### src/common/dfr_defs.svh
// Offsets, reset values and option codes of the fault reaction block.
// Assumes the includer uses them with 18-bit byte addresses.
`ifndef DFR_DEFS_SVH
`define DFR_DEFS_SVH

// ****************************************
// Widths
// ****************************************
`define DFR_AW        18
`define DFR_DW        32

// ****************************************
// Register indices, byte address = 4 * index
// ****************************************
`define DFR_IDX_DEV   16'h3700
`define DFR_IDX_LIM   16'h3701
`define DFR_IDX_EEP   16'h4012
`define DFR_IDX_HWC   16'h4013
`define DFR_IDX_IST   16'h3800
`define DFR_IDX_IMSK  16'h3801
`define DFR_IDX_CTL   16'h3802
`define DFR_IDX_LPOS  16'h3803

// ****************************************
// Reset values
// ****************************************
`define DFR_RST_CODE  16'hffff
`define DFR_RST_HWC   32'h0000_0000

// ****************************************
// Option codes
// ****************************************
`define DFR_C_DISCARD 16'hfffe
`define DFR_C_NONE    16'hffff
`define DFR_C_OFF     16'h0000
`define DFR_C_SLOW    16'h0001
`define DFR_C_QUICK   16'h0002
`define DFR_C_QSLOW   16'h0005
`define DFR_C_QQUICK  16'h0006

// ****************************************
// Status bits and bus answers
// ****************************************
`define DFR_ST_DEV    0
`define DFR_ST_LIM    1
`define DFR_ST_DONE   2
`define DFR_ST_W      3
`define DFR_CTL_REL   0
`define DFR_OKAY      2'b00
`define DFR_SLVERR    2'b10

`endif

### src/common/dfr_pkg.sv
// Types of the fault reaction block.
// Assumes dfr_defs.svh is on the include path.
`include "dfr_defs.svh"

package dfr_pkg;

   typedef enum logic [1:0]
   {
      ACT_NONE  = 2'b00,
      ACT_OFF   = 2'b01,
      ACT_SLOW  = 2'b10,
      ACT_QUICK = 2'b11
   } dfr_act_type;

   typedef enum logic [1:0]
   {
      PSM_NONE = 2'b00,
      PSM_QSA  = 2'b01,
      PSM_SOD  = 2'b10
   } dfr_psm_type;

   typedef enum logic [1:0]
   {
      FSM_IDLE = 2'b00,
      FSM_RUN  = 2'b01
   } dfr_fsm_type;

   typedef struct packed
   {
      logic                aw_got;
      logic [`DFR_AW-1:0]  awaddr;
      logic                w_got;
      logic [`DFR_DW-1:0]  wdata;
      logic [3:0]          wstrb;
      logic                awready;
      logic                wready;
      logic                bvalid;
      logic [1:0]          bresp;
      logic                arready;
      logic                rvalid;
      logic [1:0]          rresp;
      logic [`DFR_DW-1:0]  rdata;
      logic [15:0]         dev_code;
      logic [15:0]         lim_code;
      logic [31:0]         hw_cfg;
      logic [`DFR_ST_W-1:0] ist;
      logic [`DFR_ST_W-1:0] imsk;
      logic                irq;
      dfr_fsm_type         fsm;
      dfr_act_type         act;
      dfr_psm_type         fin;
      logic                stage_off;
      logic                brake_slow;
      logic                brake_quick;
      logic                psm_vld;
      dfr_psm_type         psm;
      logic [31:0]         lim_pos;
      logic                lim_pos_vld;
   } dfr_state_type;

endpackage

### src/verilog/dfr_top.sv
// Fault reaction selection with an AXI4-Lite register slave.
// Assumes fault events, ramp done and positions come from logic on
// i_clk_sys; the power state machine and ramps live outside.
//
// Summary of operation
// - Deviation error runs the deviation option reaction
// - Deviation codes: none, off, slow, quick
// - Limit trip: latch position, warn, quick stop
// - Limit code -2 discards position, no reaction
// - Limit code -1 only records position
// - Limit codes 0,1,2 end Switch On Disabled
// - Limit codes 5,6 brake, end Quick Stop
// - Both option codes reset FFFF, read/write
// - EEPROM capacity read-only, zero if absent
// - Hardware config word writable, resets zero
`timescale 1ns/1ns
`include "dfr_defs.svh"

module dfr_top
(
   // Clock, reset, enable
   input  wire logic                 i_clk_sys,
   input  wire logic                 i_reset,
   input  wire logic                 i_clk_en,
   // AXI4-Lite write address
   input  wire logic [`DFR_AW-1:0]   i_awaddr,
   input  wire logic                 i_awvalid,
   output logic                      o_awready,
   // AXI4-Lite write data
   input  wire logic [`DFR_DW-1:0]   i_wdata,
   input  wire logic [3:0]           i_wstrb,
   input  wire logic                 i_wvalid,
   output logic                      o_wready,
   // AXI4-Lite write response
   output logic [1:0]                o_bresp,
   output logic                      o_bvalid,
   input  wire logic                 i_bready,
   // AXI4-Lite read address
   input  wire logic [`DFR_AW-1:0]   i_araddr,
   input  wire logic                 i_arvalid,
   output logic                      o_arready,
   // AXI4-Lite read data
   output logic [`DFR_DW-1:0]        o_rdata,
   output logic [1:0]                o_rresp,
   output logic                      o_rvalid,
   input  wire logic                 i_rready,
   // Fault sources
   input  wire logic                 i_dev_err,
   input  wire logic                 i_lim_trip,
   input  wire logic [31:0]          i_lim_pos,
   input  wire logic                 i_ramp_done,
   input  wire logic [31:0]          i_eeprom_size,
   // Drive reaction
   output logic                      o_stage_off,
   output logic                      o_brake_slow,
   output logic                      o_brake_quick,
   output logic                      o_psm_vld,
   output logic [1:0]                o_psm_state,
   output logic                      o_warn,
   output logic [31:0]               o_lim_pos,
   output logic                      o_lim_pos_vld,
   // Interrupt
   output logic                      o_irq
);

   // ****************************************
   // Helpers
   // ****************************************
   function automatic logic [`DFR_AW-1:0] addr_of(input logic [15:0] idx);
      addr_of = {idx, 2'b00};
   endfunction

   function automatic logic [31:0] merge(input logic [31:0] old,
                                         input logic [31:0] wd,
                                         input logic [3:0]  be);
      logic [31:0] r;
      r = old;
      for (int i = 0; i < 4; i++)
      begin
         if (be[i])
         begin
            r[8*i +: 8] = wd[8*i +: 8];
         end
      end
      merge = r;
   endfunction

   // Unknown codes fall back to no reaction
   function automatic dfr_pkg::dfr_act_type dev_act(input logic [15:0] c);
      case (c)
         `DFR_C_OFF:   dev_act = dfr_pkg::ACT_OFF;
         `DFR_C_SLOW:  dev_act = dfr_pkg::ACT_SLOW;
         `DFR_C_QUICK: dev_act = dfr_pkg::ACT_QUICK;
         default:      dev_act = dfr_pkg::ACT_NONE;
      endcase
   endfunction

   function automatic dfr_pkg::dfr_act_type lim_act(input logic [15:0] c);
      case (c)
         `DFR_C_OFF:    lim_act = dfr_pkg::ACT_OFF;
         `DFR_C_SLOW,
         `DFR_C_QSLOW:  lim_act = dfr_pkg::ACT_SLOW;
         `DFR_C_QUICK,
         `DFR_C_QQUICK: lim_act = dfr_pkg::ACT_QUICK;
         default:       lim_act = dfr_pkg::ACT_NONE;
      endcase
   endfunction

   // ****************************************
   // State
   // ****************************************
   dfr_pkg::dfr_state_type s_r;
   dfr_pkg::dfr_state_type s_nxt;

   always_comb
   begin
      logic [`DFR_AW-1:0]  wa;
      logic [31:0]         rd;
      logic                rok;
      logic [31:0]         mw;
      logic [`DFR_ST_W-1:0] set;
      logic [`DFR_ST_W-1:0] clr;
      logic                rel;
      dfr_pkg::dfr_act_type la;
      wa  = '0;
      rd  = '0;
      rok = 1'b0;
      mw  = '0;
      set = '0;
      clr = '0;
      rel = 1'b0;
      la  = lim_act(s_r.lim_code);
      s_nxt = s_r;
      s_nxt.psm_vld = 1'b0;

      // ****************************************
      // Write channel, address and data in either order
      // ****************************************
      if (s_r.awready && i_awvalid)
      begin
         s_nxt.aw_got = 1'b1;
         s_nxt.awaddr = i_awaddr;
      end
      if (s_r.wready && i_wvalid)
      begin
         s_nxt.w_got = 1'b1;
         s_nxt.wdata = i_wdata;
         s_nxt.wstrb = i_wstrb;
      end
      if (s_r.aw_got && s_r.w_got && !s_r.bvalid)
      begin
         wa  = s_r.awaddr;
         s_nxt.aw_got = 1'b0;
         s_nxt.w_got  = 1'b0;
         s_nxt.bvalid = 1'b1;
         s_nxt.bresp  = `DFR_OKAY;
         case (wa)
            addr_of(`DFR_IDX_DEV):
            begin
               mw = merge({16'h0000, s_r.dev_code}, s_r.wdata, s_r.wstrb);
               s_nxt.dev_code = mw[15:0];
            end
            addr_of(`DFR_IDX_LIM):
            begin
               mw = merge({16'h0000, s_r.lim_code}, s_r.wdata, s_r.wstrb);
               s_nxt.lim_code = mw[15:0];
            end
            addr_of(`DFR_IDX_HWC):
               s_nxt.hw_cfg = merge(s_r.hw_cfg, s_r.wdata,
                  s_r.wstrb);
            addr_of(`DFR_IDX_IST):
            begin
               mw  = merge('0, s_r.wdata, s_r.wstrb);
               clr = mw[`DFR_ST_W-1:0];
            end
            addr_of(`DFR_IDX_IMSK):
            begin
               mw         = merge('0, s_r.wdata, s_r.wstrb);
               s_nxt.imsk = mw[`DFR_ST_W-1:0];
            end
            addr_of(`DFR_IDX_CTL):
               rel = s_r.wstrb[0] && s_r.wdata[`DFR_CTL_REL];
            addr_of(`DFR_IDX_EEP),
            addr_of(`DFR_IDX_LPOS):
               s_nxt.bresp = `DFR_OKAY; // Read-only, write dropped
            default:
               s_nxt.bresp = `DFR_SLVERR;
         endcase
      end
      if (s_r.bvalid && i_bready)
      begin
         s_nxt.bvalid = 1'b0;
      end
      s_nxt.awready = !s_nxt.aw_got && !s_nxt.bvalid;
      s_nxt.wready  = !s_nxt.w_got && !s_nxt.bvalid;

      // ****************************************
      // Read channel, one cycle from address to data
      // ****************************************
      if (s_r.arready && i_arvalid)
      begin
         rok = 1'b1;
         case (i_araddr)
            addr_of(`DFR_IDX_DEV):  rd = {16'h0000, s_r.dev_code};
            addr_of(`DFR_IDX_LIM):  rd = {16'h0000, s_r.lim_code};
            addr_of(`DFR_IDX_EEP):  rd = i_eeprom_size;
            addr_of(`DFR_IDX_HWC):  rd = s_r.hw_cfg;
            addr_of(`DFR_IDX_IST):  rd = 32'(s_r.ist);
            addr_of(`DFR_IDX_IMSK): rd = 32'(s_r.imsk);
            addr_of(`DFR_IDX_CTL):
               rd = {20'h00000, s_r.lim_pos_vld, s_r.psm_vld,
                     s_r.fin, s_r.act, s_r.fsm, s_r.stage_off,
                     s_r.brake_quick, s_r.brake_slow, 1'b0};
            addr_of(`DFR_IDX_LPOS): rd = s_r.lim_pos;
            default:                rok = 1'b0;
         endcase
         s_nxt.rvalid = 1'b1;
         s_nxt.rdata  = rd;
         s_nxt.rresp  = rok ? `DFR_OKAY : `DFR_SLVERR;
      end
      else if (s_r.rvalid && i_rready)
      begin
         s_nxt.rvalid = 1'b0;
      end
      s_nxt.arready = !s_nxt.rvalid;

      // ****************************************
      // Fault reaction
      // ****************************************
      if (rel)
      begin
         s_nxt.stage_off = 1'b0;
      end
      if (i_dev_err)
      begin
         set[`DFR_ST_DEV] = 1'b1;
      end
      if (i_lim_trip)
      begin
         set[`DFR_ST_LIM] = 1'b1; // Drives the warning bit
         if (s_r.lim_code == `DFR_C_DISCARD)
         begin
            s_nxt.lim_pos_vld = 1'b0;
         end
         else
         begin
            s_nxt.lim_pos     = i_lim_pos;
            s_nxt.lim_pos_vld = 1'b1;
         end
      end
      case (s_r.fsm)
         dfr_pkg::FSM_IDLE:
         begin
            // Limit trip with a reacting code wins a tie: it also moves the power state
            if (i_lim_trip && la != dfr_pkg::ACT_NONE)
            begin
               s_nxt.fsm     = dfr_pkg::FSM_RUN;
               s_nxt.act     = la;
               s_nxt.psm_vld = 1'b1;
               s_nxt.psm     = dfr_pkg::PSM_QSA;
               s_nxt.fin     = (s_r.lim_code == `DFR_C_QSLOW ||
                                s_r.lim_code == `DFR_C_QQUICK) ?
                               dfr_pkg::PSM_QSA :
                               dfr_pkg::PSM_SOD;
            end
            else if (i_dev_err && dev_act(s_r.dev_code) !=
                     dfr_pkg::ACT_NONE)
            begin
               s_nxt.fsm = dfr_pkg::FSM_RUN;
               s_nxt.act = dev_act(s_r.dev_code);
               s_nxt.fin = dfr_pkg::PSM_SOD;
            end
         end
         dfr_pkg::FSM_RUN:
         begin
            s_nxt.brake_slow  = s_r.act == dfr_pkg::ACT_SLOW;
            s_nxt.brake_quick = s_r.act == dfr_pkg::ACT_QUICK;
            // Off acts at once; braking waits for the ramp end
            if (s_r.act == dfr_pkg::ACT_OFF || i_ramp_done)
            begin
               s_nxt.stage_off   = s_r.act == dfr_pkg::ACT_OFF ||
                                   s_r.fin == dfr_pkg::PSM_SOD;
               s_nxt.brake_slow  = 1'b0;
               s_nxt.brake_quick = 1'b0;
               s_nxt.psm_vld     = 1'b1;
               s_nxt.psm         = s_r.fin;
               s_nxt.act         = dfr_pkg::ACT_NONE;
               s_nxt.fsm         = dfr_pkg::FSM_IDLE;
               set[`DFR_ST_DONE] = 1'b1;
            end
         end
         default:
            s_nxt.fsm = dfr_pkg::FSM_IDLE;
      endcase

      // ****************************************
      // Interrupt, a new event beats its own clear
      // ****************************************
      s_nxt.ist = (s_r.ist & ~clr) | set;
      s_nxt.irq = |(s_nxt.ist & s_nxt.imsk);
   end

   always_ff @(posedge i_clk_sys)
   begin
      if (i_reset)
      begin
         s_r          <= '0;
         s_r.dev_code <= `DFR_RST_CODE;
         s_r.lim_code <= `DFR_RST_CODE;
         s_r.hw_cfg   <= `DFR_RST_HWC;
         s_r.fsm      <= dfr_pkg::FSM_IDLE;
         s_r.act      <= dfr_pkg::ACT_NONE;
         s_r.fin      <= dfr_pkg::PSM_NONE;
         s_r.psm      <= dfr_pkg::PSM_NONE;
      end
      else if (i_clk_en)
      begin
         s_r <= s_nxt;
      end
   end

   // ****************************************
   // Outputs
   // ****************************************
   assign o_awready     = s_r.awready;
   assign o_wready      = s_r.wready;
   assign o_bresp       = s_r.bresp;
   assign o_bvalid      = s_r.bvalid;
   assign o_arready     = s_r.arready;
   assign o_rdata       = s_r.rdata;
   assign o_rresp       = s_r.rresp;
   assign o_rvalid      = s_r.rvalid;
   assign o_stage_off   = s_r.stage_off;
   assign o_brake_slow  = s_r.brake_slow;
   assign o_brake_quick = s_r.brake_quick;
   assign o_psm_vld     = s_r.psm_vld;
   assign o_psm_state   = s_r.psm;
   assign o_warn        = s_r.ist[`DFR_ST_LIM];
   assign o_lim_pos     = s_r.lim_pos;
   assign o_lim_pos_vld = s_r.lim_pos_vld;
   assign o_irq         = s_r.irq;

endmodule

### config.mk
export PLATFORM = sky130hd
export DESIGN_NAME = dfr_top
export DESIGN_NICKNAME = d
export VERILOG_FILES = /design/src/common/dfr_pkg.sv /design/src/verilog/dfr_top.sv
export VERILOG_INCLUDE_DIRS = /design/src /design/src/common
export SDC_FILE = /design/constraint.sdc
export NUM_CORES = 1
export LEC_CHECK = 0
export BUFFER_PORTS_ARGS = -buffer_cell sky130_fd_sc_hd__buf_4
export CORE_ASPECT_RATIO = 2
export CORE_UTILIZATION = 45
export CTS_BUF_LIST = sky130_fd_sc_hd__clkbuf_16
export DETAILED_ROUTE_END_ITERATION = 6
export PLACE_DENSITY = 0.69
export REMOVE_ABC_BUFFERS = 1
export SLEW_MARGIN = 20
export SYNTH_ARGS = -nofsm -noshare
export SYNTH_HDL_FRONTEND = slang
export SYNTH_SLANG_ARGS = --single-unit
export TNS_END_PERCENT = 30
### constraint.sdc
create_clock -name i_clk_sys -period 4.13 [get_ports i_clk_sys]
set_input_delay 0.413 -clock i_clk_sys [delete_from_list [all_inputs] [get_ports i_clk_sys]]
set_output_delay 0.413 -clock i_clk_sys [all_outputs]
set_load 0.03 [all_outputs]
==> flow_summary.rst <==
.. list-table::
   :header-rows: 1

   * - Metric
     - Value
   * - Start of the worst register-to-register path
     - s_r[199]$_SDFFE_PP0P_
   * - Number of placed I/O pins
     - 229
   * - # DRC
     - 0
   * - Detailed-route wire length per cell
     - 17.7 µm
   * - TNS Setup
     - 0 ns
   * - Global route total overflow
     - 0
   * - Destination of the critical timing path
     - s_r[97]$_SDFFE_PP1P_
   * - Antenna Cells
     - 0
   * - Clock root buffer master
     - sky130_fd_sc_hd__clkbuf_16
   * - Distinct cell type count of the synthesized netlist
     - 63
   * - Initial antenna violation count
     - 0
   * - Power density over the cells
     - 360 mW/mm²
   * - Area used by sequential logic in the layout
     - 0.00420 mm²
   * - Most frequent cell after synthesis
     - sky130_fd_sc_hd__nand2_1
   * - Final period util
     - 58.7%
   * - Slew @ Worst Pin
     - 1.04 ns
   * - Area growth from synthesis to layout
     - 19.1%
   * - Clk sink count
     - 210
   * - Hold Vio Cnt, Final
     - 0
   * - Min Hold Slack
     - 0.159 ns
   * - Number of global-route vias before repair
     - 8019
   * - Count of state elements after synthesis
     - 210
   * - Core utilization of the finished layout
     - 54.7%
   * - FF-to-FF setup slack
     - 1.70 ns
   * - Clock transition at path regs
     - 0.06 ns
   * - Wire length of the first global-routing pass
     - 41.8 mm
   * - Leading cell types by count after synthesis
     - 287 x sky130_fd_sc_hd__nand2_1, 210 x sky130_fd_sc_hd__dfxtp_1, 147 x sky130_fd_sc_hd__a21oi_1
   * - Number of iterations in the first detailed-routing pass
     - 5
   * - Antenna Nets Post-Route
     - 0
   * - Tmin final
     - 2.43 ns
   * - MaxCap Viol Count
     - 0
   * - CTS buffer count
     - 20
   * - Share of the synthesized area in the top cell type
     - 43.8%
   * - Number of cells upsized or downsized after cts
     - 0
   * - EDFF count, synth
     - 0
   * - Area taken by multi-input logic gates
     - 0.00456 mm²
   * - Proportion of synthesized chip area in sequential cells
     - 43.8%
   * - Vias
     - 8330
   * - Setup violators final
     - 0
   * - Final slew viol count
     - 0
   * - Leakage power
     - 4.33 nW
   * - Largest cells by area after synthesis
     - sky130_fd_sc_hd__dfxtp_1 44%, sky130_fd_sc_hd__nand2_1 11%, sky130_fd_sc_hd__a21oi_1 7.7%, sky130_fd_sc_hd__buf_4 5.6%, sky130_fd_sc_hd__mux2i_1 5.3%
   * - Number of standard cells in the layout, taps in and fillers out
     - 1549
   * - Standard-cell row count
     - 75
   * - Maximum fanout along the worst path
     - 16
   * - Worst-Skew Late Latency
     - 0.50 ns
   * - Crit path DAT
     - 2.81 ns
   * - Last weighted congestion value of the routability-driven placer
     - 0.874
   * - GRT Resource Usage Total
     - 24.3%
   * - Worst-case vdd ir drop
     - 300 µV
   * - Share of flip-flops with an asynchronous set or reset after synthesis
     - 0%
   * - Detail-routed via count per cell
     - 5.38
   * - Number of synthesis warnings
     - 0
   * - Length of routed met3 wiring
     - 1.15 mm
   * - Most area-hungry cell type in the Yosys netlist
     - sky130_fd_sc_hd__dfxtp_1
   * - Core area
     - 0.0209 mm²
   * - Required @ worst endpoint
     - 4.51 ns
   * - TritonCTS clock tree
     - yes
   * - Starting utilization of the core area
     - 45.9%
   * - Slew headroom
     - 30.5%
   * - RSZ-0062 raised after global routing
     - false
   * - Final HPWL DP
     - 19.1 mm
   * - Launching instance or port of the critical path
     - s_r[199]$_SDFFE_PP0P_
   * - Pwr Total
     - 4.12 mW
   * - Maximum number of pins on one net before global-route repair
     - 100
   * - Status
     - completed
   * - Routed metal-1 wirelength
     - 9.95 mm
   * - Count of fill cells added during filler insertion
     - 2036
   * - DIE WIDTH
     - 105 µm
   * - Post-CTS repair timing setup buffer count
     - 0
   * - Met2 wire length
     - 15.1 mm
   * - Final Skew
     - 0.0176 ns
   * - Proportion of layout cells with a drive suffix above 1
     - 23.5%
   * - Avg Cell Area, Syn
     - 8.28 µm²
   * - Max H-tree Level
     - 1
   * - Maximum clock rate
     - 0.412 GHz
   * - Synth Instances
     - 1160
   * - Clock buffer depth
     - 3
   * - Total detailed-routing wirelength
     - 27.4 mm
   * - Floorplan die height
     - 209 µm
   * - Number of DRC violations after detailed-routing iteration 0
     - 366
   * - Terminus of the critical flop-to-flop path
     - s_r[97]$_SDFFE_PP1P_
   * - Endpoint type of the worst setup path
     - flip-flop
   * - Number of I/O port buffers
     - 226
   * - Uppermost metal layer occupied by signal nets
     - met4
   * - Most common flop cell mapped by yosys
     - sky130_fd_sc_hd__dfxtp_1
   * - Startpoint kind of the worst setup timing path
     - flip-flop
   * - Final net count
     - 1417
   * - Total Die Area
     - 0.0220 mm²
   * - Total of hold buffers inserted after clock tree synthesis
     - 0
   * - Total placed cells including tap cells
     - 1516
   * - Worst hold path class
     - primary input to flip-flop
   * - Worst reg-to-reg path cell count
     - 6
   * - Startpoint-to-endpoint class of the critical path
     - flip-flop to flip-flop
   * - Synthesized area
     - 0.00960 mm²
-- state kept, by name (all words and copies together) (netlist names) --
signal         count
o_psm_state        2
o_irq              1
o_lim_pos         32
o_lim_pos_vld      1
o_wready           1
o_bresp            1
o_arready          1
o_warn             1
o_rvalid           1
o_bvalid           1
o_awready          1
o_stage_off        1
o_brake_slow       1
s_r              130
o_rresp            1
o_psm_vld          1
o_brake_quick      1
o_rdata           32
-- worst min-delay path by stage --
stage | startpoint | to | cells past startpoint
after floorplan | s_r[52]$_SDFFE_PP0P_ | s_r[52]$_SDFFE_PP0P_ | 2
after global placement | o_rdata[12]$_SDFFE_PP0P_ | o_rdata[12]$_SDFFE_PP0P_ | 2
after detailed placement | o_rdata[5]$_SDFFE_PP0P_ | o_rdata[5]$_SDFFE_PP0P_ | 2
after CTS | i_awaddr[10] | s_r[204]$_SDFFE_PP0P_ | 3
after global routing | i_wdata[26] | s_r[187]$_SDFFE_PP0P_ | 3
final | i_awaddr[10] | s_r[204]$_SDFFE_PP0P_ | 3
-- placed cells by master, fill, tap and decap left out, types with 3 or more instances in the layout --
| cell | n |
|---|---|
| sky130_fd_sc_hd__nor3_1 | 11 |
| sky130_fd_sc_hd__o21a_1 | 3 |
| sky130_fd_sc_hd__nand4b_1 | 3 |
| sky130_fd_sc_hd__inv_1 | 13 |
| sky130_fd_sc_hd__clkinv_1 | 4 |
| sky130_fd_sc_hd__o21ai_0 | 4 |
| sky130_fd_sc_hd__a21oi_2 | 10 |
| sky130_fd_sc_hd__a22oi_1 | 3 |
| sky130_fd_sc_hd__mux2i_1 | 51 |
| sky130_fd_sc_hd__o21ai_2 | 10 |
| sky130_fd_sc_hd__a221oi_2 | 8 |
| sky130_fd_sc_hd__nor4_1 | 5 |
| sky130_fd_sc_hd__nor4b_1 | 3 |
| sky130_fd_sc_hd__clkbuf_16 | 21 |
| sky130_fd_sc_hd__nand3_1 | 9 |
| sky130_fd_sc_hd__nor2_1 | 57 |
| sky130_fd_sc_hd__o31ai_1 | 5 |
| sky130_fd_sc_hd__a211o_1 | 34 |
| sky130_fd_sc_hd__a21oi_1 | 147 |
| sky130_fd_sc_hd__nand3_2 | 4 |
| sky130_fd_sc_hd__nor2b_1 | 35 |
| sky130_fd_sc_hd__dfxtp_1 | 210 |
| sky130_fd_sc_hd__nand4_1 | 8 |
| sky130_fd_sc_hd__o22ai_1 | 17 |
| sky130_fd_sc_hd__and3_1 | 5 |
| sky130_fd_sc_hd__a211oi_1 | 3 |
| sky130_fd_sc_hd__buf_4 | 227 |
| sky130_fd_sc_hd__nand2_1 | 287 |
| sky130_fd_sc_hd__o21ai_1 | 23 |
| sky130_fd_sc_hd__and2_1 | 6 |
-- power breakdown --
group | leakage, nW | internal, mW | switching (mW) | total (mW)
logic | 2.33 | 0.164 | 0.194 | 0.358
registers | 1.70 | 2.06 | 0.0343 | 2.09
clock network | 0.300 | 0.908 | 0.757 | 1.67
total | 4.33 | 3.13 | 0.985 | 4.12
-- per-stage QoR --
step	cell area [µm²]	worst slack, ns
CTS	11400	1.68
finish	11400	1.70
global route	11400	1.53
floorplan	8740	1.50
global placement	10800	1.40
detailed placement	10800	1.33
-- per-layer routing --
| layer | GRT usage (%) | up-vias |
|---|---|---|
| li1 | - | 4147 |
| met1 | 24.6 | 3894 |
| met2 | 48.0 | 235 |
| met3 | 2.78 | 54 |
| met4 | 11.4 | 0 |
| met5 | 0 | - |
-- area by class of cell --
cell class	count	area share, %
clock buffers	21	4.59
well taps	269	2.94
repair buffers	229	15.2
inverters	8	0.262
clock inverters	11	0.383
multi-input cells	801	39.8
flip-flops and latches	210	36.7
-- cell families after synthesis --
logic type | share of synthesized area (%)
flip-flops | 43.8
multiplexers | 5.78
buffers and inverters | 9.31
other | 0.0390
AND/OR/NAND/NOR | 22.0
XOR/XNOR | 0.182
AO/OA/AOI/OAI | 18.9
-- critical path: stages (launching register included) --
cell	delay, ns
sky130_fd_sc_hd__dfxtp_1	0.31
sky130_fd_sc_hd__nor4_2	0.45
sky130_fd_sc_hd__nand3_2	0.28
sky130_fd_sc_hd__nor2b_1	0.25
sky130_fd_sc_hd__and4_1	0.62
sky130_fd_sc_hd__nor2b_1	0.11
sky130_fd_sc_hd__a211o_1	0.28
(Power assumes the default switching activity.)
